`src/rsf_pkg.sv`:
```
// rsf_pkg: constants and types shared by the reset status flag block.
// assumes an 8-bit special-register space reached over a plain strobe port.
package rsf_pkg;

    // register port geometry
    localparam int RSF_ADDR_W = 8;
    localparam int RSF_DATA_W = 8;

    // register offsets
    localparam logic [7:0] RSF_PCS_OFFSET = 8'h87;
    localparam logic [7:0] RSF_WDC_OFFSET = 8'h8F;

    // field positions in power_control_status
    localparam int RSF_POR_BIT = 6;
    localparam int RSF_WTR_BIT = 4;
    localparam int RSF_EWT_BIT = 2;
    localparam int RSF_SPARE_BIT = 5;

    // field positions in the watchdog control register
    localparam int RSF_RESTART_BIT = 7;
    localparam int RSF_RUNNING_BIT = 0;

    // plain software bits of power_control_status and their reset masks
    localparam logic [7:0] RSF_PLAIN_MASK = 8'hAB;
    localparam logic [7:0] RSF_ANY_CLR_MASK = 8'h8B;
    localparam logic [7:0] RSF_POR_CLR_MASK = 8'hAB;

    // reset values
    localparam logic [7:0] RSF_PCS_RESET = 8'h00;
    localparam logic RSF_FLAG_RESET = 1'b0;

    // timing
    localparam int RSF_CLK_PERIOD_PS = 5000;
    localparam int RSF_CLKS_PER_MC = 1;
    localparam int RSF_WDT_TIMEOUT_MC = 122880;
    localparam int RSF_WDT_TIMEOUT_CYCLES = RSF_WDT_TIMEOUT_MC * RSF_CLKS_PER_MC;
    localparam int RSF_WDT_HOLD_NS = 120;
    localparam int RSF_WDT_HOLD_CYCLES =
        (RSF_WDT_HOLD_NS * 1000 + RSF_CLK_PERIOD_PS - 1) / RSF_CLK_PERIOD_PS;

    // reset sequencer states
    typedef enum logic [1:0] {
        RSF_IDLE,
        RSF_IN_POR,
        RSF_IN_EXT,
        RSF_IN_WDT
    } rsf_state_e;

endpackage : rsf_pkg

```
`src/rsf_reset_status.sv`:
```
// rsf_reset_status: reset cause flags, watchdog enable and watchdog timer.
// assumes reset sources arrive as asynchronous levels and the register port,
// timed-access qualifier and restart come from logic on sys_clk_in.
//
// Chosen here: the address-and-strobe port.
`timescale 1ns/1ps
module rsf_reset_status
    import rsf_pkg::*;
#(
    parameter int WDT_TIMEOUT_CYCLES = RSF_WDT_TIMEOUT_CYCLES,
    parameter int WDT_HOLD_CYCLES = RSF_WDT_HOLD_CYCLES
) (
    input wire logic sys_clk_in,
    input wire logic reset_n_in,
    input wire logic power_on_req_in,
    input wire logic backup_supply_input_in,
    input wire logic ext_reset_pin_in,
    input wire logic timed_access_in,
    input wire logic [RSF_ADDR_W-1:0] addr_in,
    input wire logic [RSF_DATA_W-1:0] wr_data_in,
    input wire logic wr_strobe_in,
    input wire logic rd_strobe_in,
    output logic [RSF_DATA_W-1:0] rd_data_out,
    output logic internal_reset_line_out,
    output logic watchdog_enable_out,
    output logic watchdog_running_out
);

    localparam int CNT_W = $clog2(WDT_TIMEOUT_CYCLES + 1);
    localparam int HOLD_W = $clog2(WDT_HOLD_CYCLES + 1);
    localparam logic [CNT_W-1:0] TIMEOUT_LAST = CNT_W'(WDT_TIMEOUT_CYCLES - 1);
    localparam logic [HOLD_W-1:0] HOLD_LAST = HOLD_W'(WDT_HOLD_CYCLES - 1);

    generate
        if (WDT_TIMEOUT_CYCLES < 2) begin : g_bad_timeout
            $error("watchdog timeout must be at least two cycles");
        end
        if (WDT_HOLD_CYCLES < 1) begin : g_bad_hold
            $error("watchdog reset hold must be at least one cycle");
        end
        if (RSF_DATA_W != 8) begin : g_bad_data_w
            $error("register image is eight bits wide");
        end
        if (RSF_ADDR_W < 8) begin : g_bad_addr_w
            $error("address port too narrow for the register offsets");
        end
        if (WDT_HOLD_CYCLES >= WDT_TIMEOUT_CYCLES) begin : g_bad_ratio
            $error("watchdog reset hold must be shorter than the timeout");
        end
    endgenerate

    // synchronised reset sources
    logic [2:0] pins_sync;
    logic por_level;
    logic backup_ok;
    logic ext_level;

    rsf_sync #(
        .WIDTH(3)
    ) u_pin_sync (
        .sys_clk_in(sys_clk_in),
        .reset_n_in(reset_n_in),
        .async_in({power_on_req_in, backup_supply_input_in, ext_reset_pin_in}),
        .sync_out(pins_sync)
    );

    assign por_level = pins_sync[2];
    assign backup_ok = pins_sync[1];
    assign ext_level = pins_sync[0];

    // state
    rsf_state_e state;
    rsf_state_e next_state;
    logic [HOLD_W-1:0] hold_count;
    logic [CNT_W-1:0] wdt_count;
    logic por_flag;
    logic watchdog_reset_flag;
    logic watchdog_enable_bit;
    logic [7:0] plain_bits;
    logic [RSF_DATA_W-1:0] rd_data;

    // bus decode
    wire pcs_sel = (addr_in == RSF_PCS_OFFSET);
    wire wdc_sel = (addr_in == RSF_WDC_OFFSET);
    wire in_reset = (state != RSF_IDLE);
    wire pcs_wr = wr_strobe_in && pcs_sel && !in_reset;
    wire wdc_wr = wr_strobe_in && wdc_sel && !in_reset;
    wire pcs_rd = rd_strobe_in && pcs_sel;
    wire wdc_rd = rd_strobe_in && wdc_sel;
    wire pcs_ta_wr = pcs_wr && timed_access_in;
    wire restart_wr = wdc_wr && timed_access_in && wr_data_in[RSF_RESTART_BIT];

    // watchdog status
    // counting only while enabled
    wire wdt_running = watchdog_enable_bit && !in_reset;
    wire wdt_timeout = wdt_running && !restart_wr && (wdt_count == TIMEOUT_LAST);
    wire hold_done = (hold_count == HOLD_LAST);

    // reset kind entry and exit events
    wire enter_por = (state != RSF_IN_POR) && (next_state == RSF_IN_POR);
    wire enter_ext = (state != RSF_IN_EXT) && (next_state == RSF_IN_EXT);
    wire enter_wdt = (state != RSF_IN_WDT) && (next_state == RSF_IN_WDT);
    // supply is judged as the power-on delay ends
    wire exit_por = (state == RSF_IN_POR) && (next_state != RSF_IN_POR);
    wire no_backup_exit = exit_por && !backup_ok;

    // register image assembled field by field
    wire [7:0] por_field = 8'(por_flag) << RSF_POR_BIT;
    wire [7:0] wtr_field = 8'(watchdog_reset_flag) << RSF_WTR_BIT;
    wire [7:0] ewt_field = 8'(watchdog_enable_bit) << RSF_EWT_BIT;
    wire [7:0] pcs_image = plain_bits | por_field | wtr_field | ewt_field;

    // plain-bit images; power-on and watchdog both clear the spare bit
    wire [7:0] plain_full_clr = plain_bits & ~RSF_POR_CLR_MASK;
    wire [7:0] plain_ext_clr = plain_bits & ~RSF_ANY_CLR_MASK;
    wire [7:0] plain_wr_value = wr_data_in & RSF_PLAIN_MASK;
    wire [7:0] wdc_image = 8'(wdt_running) << RSF_RUNNING_BIT;

    // reads never alter the power-on indicator
    // strobes never coincide and offsets differ, so a plain or is safe
    wire [7:0] pcs_rd_value = pcs_rd ? pcs_image : 8'h00;
    wire [7:0] wdc_rd_value = wdc_rd ? wdc_image : 8'h00;
    wire [7:0] next_rd_data = pcs_rd_value | wdc_rd_value;

    // reset sequencer
    // line held while the cause persists, except one low cycle when power-on ends with the pin still held
    // power-on outranks the pin, and the pin outranks the watchdog
    always_comb begin
        next_state = state;
        case (state)
            RSF_IDLE: begin
                if (por_level) begin
                    next_state = RSF_IN_POR;
                end else if (ext_level) begin
                    next_state = RSF_IN_EXT;
                end else if (wdt_timeout) begin
                    next_state = RSF_IN_WDT;
                end
            end
            RSF_IN_POR: begin
                // pin is ignored while power-on runs
                if (!por_level) begin
                    next_state = RSF_IDLE;
                end
            end
            RSF_IN_EXT: begin
                if (por_level) begin
                    next_state = RSF_IN_POR;
                end else if (!ext_level) begin
                    next_state = RSF_IDLE;
                end
            end
            RSF_IN_WDT: begin
                if (por_level) begin
                    next_state = RSF_IN_POR;
                end else if (hold_done) begin
                    next_state = ext_level ? RSF_IN_EXT : RSF_IDLE;
                end
            end
            default: begin
                next_state = RSF_IDLE;
            end
        endcase
    end

    always_ff @(posedge sys_clk_in) begin
        if (!reset_n_in) begin
            state <= RSF_IDLE;
        end else begin
            state <= next_state;
        end
    end

    // watchdog reset pulse length
    always_ff @(posedge sys_clk_in) begin
        if (!reset_n_in || state != RSF_IN_WDT) begin
            hold_count <= '0;
        end else if (!hold_done) begin
            hold_count <= hold_count + HOLD_W'(1);
        end
    end

    // watchdog counter, restarted by any reset
    // cleared and frozen when disabled
    always_ff @(posedge sys_clk_in) begin
        if (!reset_n_in || !wdt_running || restart_wr || wdt_timeout) begin
            wdt_count <= '0;
        end else begin
            wdt_count <= wdt_count + CNT_W'(1);
        end
    end

    // power-on indicator
    always_ff @(posedge sys_clk_in) begin
        if (!reset_n_in) begin
            por_flag <= RSF_FLAG_RESET;
        end else if (enter_por) begin
            por_flag <= 1'b0;
        end else if (pcs_ta_wr) begin
            por_flag <= wr_data_in[RSF_POR_BIT];
        end
        // other reset kinds leave it alone
    end

    // watchdog-reset indicator; hardware set wins over read clear
    always_ff @(posedge sys_clk_in) begin
        if (!reset_n_in) begin
            watchdog_reset_flag <= RSF_FLAG_RESET;
        end else if (enter_wdt) begin
            watchdog_reset_flag <= 1'b1;
        end else if (enter_por) begin
            watchdog_reset_flag <= 1'b0;
        end else if (pcs_rd) begin
            watchdog_reset_flag <= 1'b0;
        end
        // writes and external reset have no effect
    end

    // watchdog enable bit
    always_ff @(posedge sys_clk_in) begin
        if (!reset_n_in) begin
            watchdog_enable_bit <= RSF_FLAG_RESET;
        end else if (no_backup_exit) begin
            watchdog_enable_bit <= 1'b0;
        end else if (pcs_ta_wr) begin
            watchdog_enable_bit <= wr_data_in[RSF_EWT_BIT];
        end
    end

    // unprotected bits; each reset kind applies its image
    always_ff @(posedge sys_clk_in) begin
        if (!reset_n_in) begin
            plain_bits <= RSF_PCS_RESET;
        // power-on and watchdog clear the spare bit too
        end else if (enter_por || enter_wdt) begin
            plain_bits <= plain_full_clr;
        end else if (enter_ext) begin
            plain_bits <= plain_ext_clr;
        end else if (pcs_wr) begin
            plain_bits <= plain_wr_value;
        end
    end

    // read data stand for one cycle only
    always_ff @(posedge sys_clk_in) begin
        if (!reset_n_in) begin
            rd_data <= '0;
        end else begin
            rd_data <= next_rd_data;
        end
    end

    // no indeterminate bits are kept here; all read as defined values
    assign rd_data_out = rd_data;
    assign internal_reset_line_out = in_reset;
    assign watchdog_enable_out = watchdog_enable_bit;
    assign watchdog_running_out = wdt_running;

endmodule : rsf_reset_status

```
`src/rsf_sync.sv`:
```
// rsf_sync: two-flop synchroniser for a bundle of independent levels.
// assumes each bit is a slow level; no relation between bits is kept.
`timescale 1ns/1ps
module rsf_sync #(
    parameter int WIDTH = 1
) (
    input wire logic sys_clk_in,
    input wire logic reset_n_in,
    input wire logic [WIDTH-1:0] async_in,
    output logic [WIDTH-1:0] sync_out
);

    logic [WIDTH-1:0] stage1;

    // first stage is read only by the second
    always_ff @(posedge sys_clk_in) begin
        if (!reset_n_in) begin
            stage1 <= '0;
            sync_out <= '0;
        end else begin
            stage1 <= async_in;
            sync_out <= stage1;
        end
    end

endmodule : rsf_sync

```
`config.mk`:
```
export PLATFORM = sky130hd
export DESIGN_NAME = rsf_reset_status
export DESIGN_NICKNAME = d
export VERILOG_FILES = /design/src/rsf_pkg.sv /design/src/rsf_reset_status.sv /design/src/rsf_sync.sv
export SDC_FILE = /design/constraint.sdc
export NUM_CORES = 1
export LEC_CHECK = 0
export BUFFER_PORTS_ARGS = -buffer_cell sky130_fd_sc_hd__buf_2
export CORE_ASPECT_RATIO = 2
export CORE_UTILIZATION = 45
export DETAILED_ROUTE_END_ITERATION = 10
export PLACE_DENSITY_LB_ADDON = 0.2
export SLEW_MARGIN = 30
export SYNTH_ARGS = -nofsm -noshare
export SYNTH_HDL_FRONTEND = slang
export SYNTH_HIERARCHICAL = 1
export SYNTH_SLANG_ARGS = --single-unit
```
`constraint.sdc`:
```
create_clock -name sys_clk_in -period 4.1 [get_ports sys_clk_in]
set_input_delay 1.025 -clock sys_clk_in [delete_from_list [all_inputs] [get_ports sys_clk_in]]
set_output_delay 1.025 -clock sys_clk_in [all_outputs]
set_load 0.01 [all_outputs]
```
Word level (Yosys, flattened, before mapping)

Cells that the tools add are included.

Reduce and logical (&&, ||, !) cells: 35
Bitwise gates (word level): 6
Multipliers: 0
Muxes and demuxes: 15
Equal/unequal tests: 14
Order comparisons: 0
Shift-type cells: 0
Div/mod/pow operators: 0
Add/subtract/negate cells: 2

Operator list:

| operator                                                                | count |
|---|---|
| 2-bit two-way mux                                                       | 9 |
| 17-bit by 1-bit adder with 17-bit output, second input constant         | 1 |
| 17-bit == test, second input constant                                   | 1 |
| 1-bit logical AND                                                       | 17 |
| 8-bit == test, second input constant                                    | 2 |
| 2-bit == test, second input constant                                    | 4 |
| 8-bit two-way mux                                                       | 1 |
| 8-bit by 1-bit OR with 8-bit output                                     | 1 |
| 8-bit by 3-bit OR with 8-bit output                                     | 1 |
| 8-bit by 5-bit OR with 8-bit output                                     | 1 |
| 8-bit by 7-bit OR with 8-bit output                                     | 1 |
| 2-bit one-hot mux with 4 select lines                                   | 1 |
| 2-bit OR reduction                                                      | 3 |
| 5-bit by 1-bit adder with 5-bit output, second input constant           | 1 |
| 5-bit == test, second input constant                                    | 1 |
| 1-bit logical NOT                                                       | 5 |
| 1-bit logical OR                                                        | 5 |
| 2-bit by 1-bit == test with 1-bit output, second input constant         | 2 |
| 1-bit two-way mux                                                       | 4 |
| 2-bit by 1-bit inequality test with 1-bit output, second input constant | 2 |
| 2-bit inequality test, second input constant                            | 2 |
| 3-bit nonzero test                                                      | 1 |
| 3-bit OR reduction                                                      | 1 |
| 2-bit logical NOT                                                       | 1 |
| other kinds (3)                                                         | 4 |

Latch bits: 0
Output and inout bits: 11
Logic and storage cells: 83
Input port bits: 24
Flip-flop bits (word level): 46
Bits in read-only memories: 0
Memory bits (writable): 0
Memories kept: 0

Logic depth before layout (Yosys ltp)

Depth after elaboration: 16
Gate-level depth with buffers: 6

Modules after synthesis

Netlist, hierarchy kept.

By module, submodules not included:

| module           | sequential area each (um2) | cells each | area an instance (um2) | times used |
|---|---|---|---|---|
| rsf_reset_status | 800.8                      | 193        | 1798.0                 | 1 |
| rsf_sync         | 120.1                      | 12         | 157.7                  | 1 |

Least setup slack after synthesis

No wires, ideal clock.

Path type: input to register
Start: input addr_in[5]
End: register wdt_count[15]
Stages on the path: 5
Data arrival time: 2.227 ns
Library setup time: 0.115 ns
Setup slack: 1.759 ns
Data required time: 3.985 ns
Path buffers: 1
Path through: or4b_4 o311ai_4 nand2b_4 buf_8 nor2_1

Word-level cells in the longest chain between the ends: 9

Ends and longest elaborated chain:

| what                                | line                    | text |
|---|---|---|
| from (decl)                         | rsf_reset_status.sv:19  | `input wire logic [RSF_ADDR_W-1:0] addr_in,` |
| 8-bit == test (*)                   | rsf_reset_status.sv:84  | `wire wdc_sel = (addr_in == RSF_WDC_OFFSET);` |
| 1-bit logical AND (*) (2 in series) | rsf_reset_status.sv:87  | `wire wdc_wr = wr_strobe_in && wdc_sel && !in_reset;` |
| 1-bit logical AND (*) (2 in series) | rsf_reset_status.sv:91  | `wire restart_wr = wdc_wr && timed_access_in && wr_data_in[RSF_RESTART_BIT];` |
| 1-bit logical NOT                   | rsf_reset_status.sv:96  | `wire wdt_timeout = wdt_running && !restart_wr && (wdt_count == TIMEOUT_LAST);` |
| 1-bit logical AND (2 in series)     | rsf_reset_status.sv:96  |  |
| 1-bit logical OR (*)                | rsf_reset_status.sv:186 | `if (!reset_n_in \|\| !wdt_running \|\| restart_wr \|\| wdt_timeout) begin` |
| to (signal assigned)                | rsf_reset_status.sv:189 | `wdt_count <= wdt_count + CNT_W'(1);` |
| to (decl)                           | rsf_reset_status.sv:75  | `logic [CNT_W-1:0] wdt_count;` |

Every way passes the cells marked *; elsewhere a longest branch is shown, timed or not.
A chain may end at the register's enable or synchronous reset.

Worst setup path in the final report

Start: register state[1]
End: output watchdog_running_out

Word-level cells in the longest chain between the ends: 3

Ends and longest elaborated chain:

| what                   | line                    | text |
|---|---|---|
| from (decl)            | rsf_reset_status.sv:72  | `rsf_state_e state;` |
| from (signal assigned) | rsf_reset_status.sv:170 | `state <= next_state;` |
| 2-bit nonzero test     | rsf_reset_status.sv:85  | `wire in_reset = (state != RSF_IDLE);` |
| 1-bit logical NOT      | rsf_reset_status.sv:95  | `wire wdt_running = watchdog_enable_bit && !in_reset;` |
| 1-bit logical AND      | rsf_reset_status.sv:95  |  |
| to (decl)              | rsf_reset_status.sv:26  | `output logic watchdog_running_out` |

No other way between the ends.

==> flow_metrics.py <==
metrics = {
    "setup_path": {
        "cp_top_family": "simple AND/OR/NAND/NOR gates",
        "cp-start-kind": "flip-flop",
        "worstPathRequired_ns": 3.07,
        "worstPathArrival_ns": 1.35,
        "endpoint_kind": "output pin",
        "critPathKind": "flip-flop to output pin",
        "slowest_delay_ns": 0.43,
        "r2r_setup_slack_ns": 2.09,
        "worst_path_max_delay_cell": "nor3b_2",
        "critPathMaxFanout": 8,
        "crit_chain": "nor3b_2 -> buf_2",
        "crit_buf_inv": 1,
        "worstSetupStartpoint": "state[1]",
        "r2r_start": "wdt_count[4]",
    },
    "layout": {
        "drive_gt1_share_pct": 20.0,
        "fin_nets": 266,
        "final_cells": 292,
        "nFillCells": 423,
        "seq_area_um2": 921,
        "diodes": 0,
        "multiInputGateArea_um2": 981,
        "area_growth_pct": 15.9,
        "post-route-util_pct": 54.9,
    },
    "placement": {
        "place_ws_ns": 1.54,
        "io_buffers": 33,
        "gp_congestion": 0.768,
        "dpl.cell_count": 285,
        "hpwl_um": 3070,
    },
    "clock_network": {
        "clockBufferDepth": 2,
        "cts_buffers": 5,
        "path_clk_slew_ns": 0.08,
        "hold_buffers": 0,
        "root_buffer": "clkbuf_8",
        "numClockSinks": 46,
        "cts_tree": "built",
        "ctsResizeCount": 0,
        "clock_latency_ns": 0.30,
        "htree_levels": 2,
        "cts_setup_buffers": 0,
    },
    "grt": {
        "grt_max_degree": 15,
        "grt_use_total_pct": 19.2,
        "grt_antenna_before_repair": 0,
        "grt.overflow.total": 0,
        "first_global_vias": 1463,
        "grt_pass1_wl_um": 6600,
    },
    "flow_run": {
        "maxCapViolCount": 0,
    },
    "yosys": {
        "synthFlopType": "dfxtp_1",
        "synth_edf_count": 0,
        "synth_area_leaders": "dfxtp_1, mux2i_1, nor2_1",
        "ys_seq_area_share_pct": 47.1,
        "synthCells": 205,
        "syn_area_mm2": 0.00196,
        "syn_nets": 231,
        "yosys.area.top_type": "dfxtp_1",
        "yosysWarnings": 6,
        "synth.distinct_cells": 41,
        "yosysMostFrequentCell": "dfxtp_1",
        "synth.top_cell.area_share_pct": 47.1,
        "ys_seq_elements": 46,
        "yosys-top-cells-count": "dfxtp_1, nor2_1, and2_1, nor3_1, nand3_1",
        "synth_async_sr_flop_share_pct": 0,
        "synth.avg_cell_area_um2": 9.54,
    },
    "power_and_ir_drop": {
        "p_comb_share_pct": 3.6,
        "intPower_uw": 659,
        "total_leakage_power_uw": 0.000828,
        "ir_drop_mv": 0.440,
        "sw_frac_of_total_pct": 20.0,
        "p_clk_share_pct": 41.4,
        "switchingPower_uw": 165,
        "p_seq_share_pct": 55.0,
        "cellPowerDensity_mw_per_mm2": 363,
    },
    "floorplanning": {
        "pin_count": 35,
        "initial_core_util_pct": 47.4,
        "core_mm2": 0.00413,
        "num_rows": 33,
        "die_w_um": 48.6,
        "die-area_mm2": 0.00463,
        "die-height_um": 95.2,
    },
    "drt": {
        "vias_per_cell": 5.37,
        "ant_nets": 0,
        "drcViolationCount": 0,
        "wl_per_cell_um": 13.8,
        "drt_iter0_drc": 11,
        "first_pass_iters": 4,
        "wirelength_um": 4040,
        "num_vias": 1567,
    },
    "timing": {
        "finalCriticalPeriod_ns": 2.37,
        "tns_ns": 0,
        "hold_viol": 0,
        "skew_ns": 0.00867,
        "period_share_pct": 57.9,
        "rsz0062_at_grt": "false",
        "whs_ns": 0.436,
        "slew_violations": 0,
        "setup_viol": 0,
        "worst_pin_slew_ns": 0.494,
        "fmax_ghz": 0.421,
        "slew_headroom_pct": 67.0,
        "worst_slack_ns": 1.73,
    },
    "status": {
        "outcome": "complete, no violations",
    },
    "hold_path": {
        "hold_path.class": "flip-flop to flip-flop",
        "min_from": "u_pin_sync/stage1[1]",
    },
}
[cell usage in the layout, fill, tap and decap left out, drive strengths merged, types with 6 or more instances in the layout]
cell    count
and2       13
dfxtp      46
nand4       9
xnor2      10
mux2i       9
nand3      11
nand2       9
inv         6
buf        33
nor3       14
xor2        6
clkbuf      6
nor2       24
[metrics by stage]
stage,total power (µW),cell area [µm²]
after floorplan,475,1960
after global placement,493,2150
after detailed placement,494,2150
after CTS,836,2270
after global routing,860,2270
final,824,2270
[sequential cells by signal (all words and copies together) (netlist names)]
register and cells:
watchdog_enable_out 1, por_flag 1, state 2, hold_count 5, u_pin_sync/sync_out 3, plain_bits 5
watchdog_reset_flag 1, u_pin_sync/stage1 3, wdt_count 17, rd_data_out 8
[power groups by stage]
stage	clock network, µW	registers [µW]	logic [µW]
after floorplan	0	462	13.7
after global placement	0	464	29.6
after detailed placement	0	464	29.9
after CTS	352	453	30.1
after global routing	374	454	32.9
final	341	453	29.7
[layer usage]
metal / GRT usage (%) / wire [µm]
met5: 0 / 0
met4: 11.8 / 120
met3: 4.31 / 116
met2: 36.0 / 2240
met1: 18.5 / 1570
[path summary, 6_finish.rpt]
kind | to | cells past startpoint
max | watchdog_running_out | 2
min | u_pin_sync/sync_out[1] | 1
max reg2reg | plain_bits[0] | 4
min reg2reg | u_pin_sync/sync_out[1] | 1
[area by class of cell]
cell class | instances | share of cell area (%)
clock buffer | 6 | 3.64
clock inverter | 1 | 1.32
inverter | 6 | 0.993
multi-input combinational | 148 | 43.3
sequential | 46 | 40.6
tap | 52 | 2.87
timing repair buffer | 33 | 7.28
[worst reg2reg max path, stage by stage, from the launching register on]
cell,delay (ns)
dfxtp_1,0.41
nand4_1,0.39
or4_4,0.71
nor3_4,0.29
nor3_1,0.08
[logic make-up (layout without fill, tap and decap cells)]
kind of cell	after synthesis	count (layout)	share of synthesized area, %
simple gates	106	106	31.4
compound gates	15	15	5.69
mux	9	9	4.61
xor+xnor	16	16	7.17
fa+ha+maj	2	2	1.28
flops	46	46	47.1
buf+inv	11	46	2.75
No activity file was read; power rests on OpenSTA's default activity.
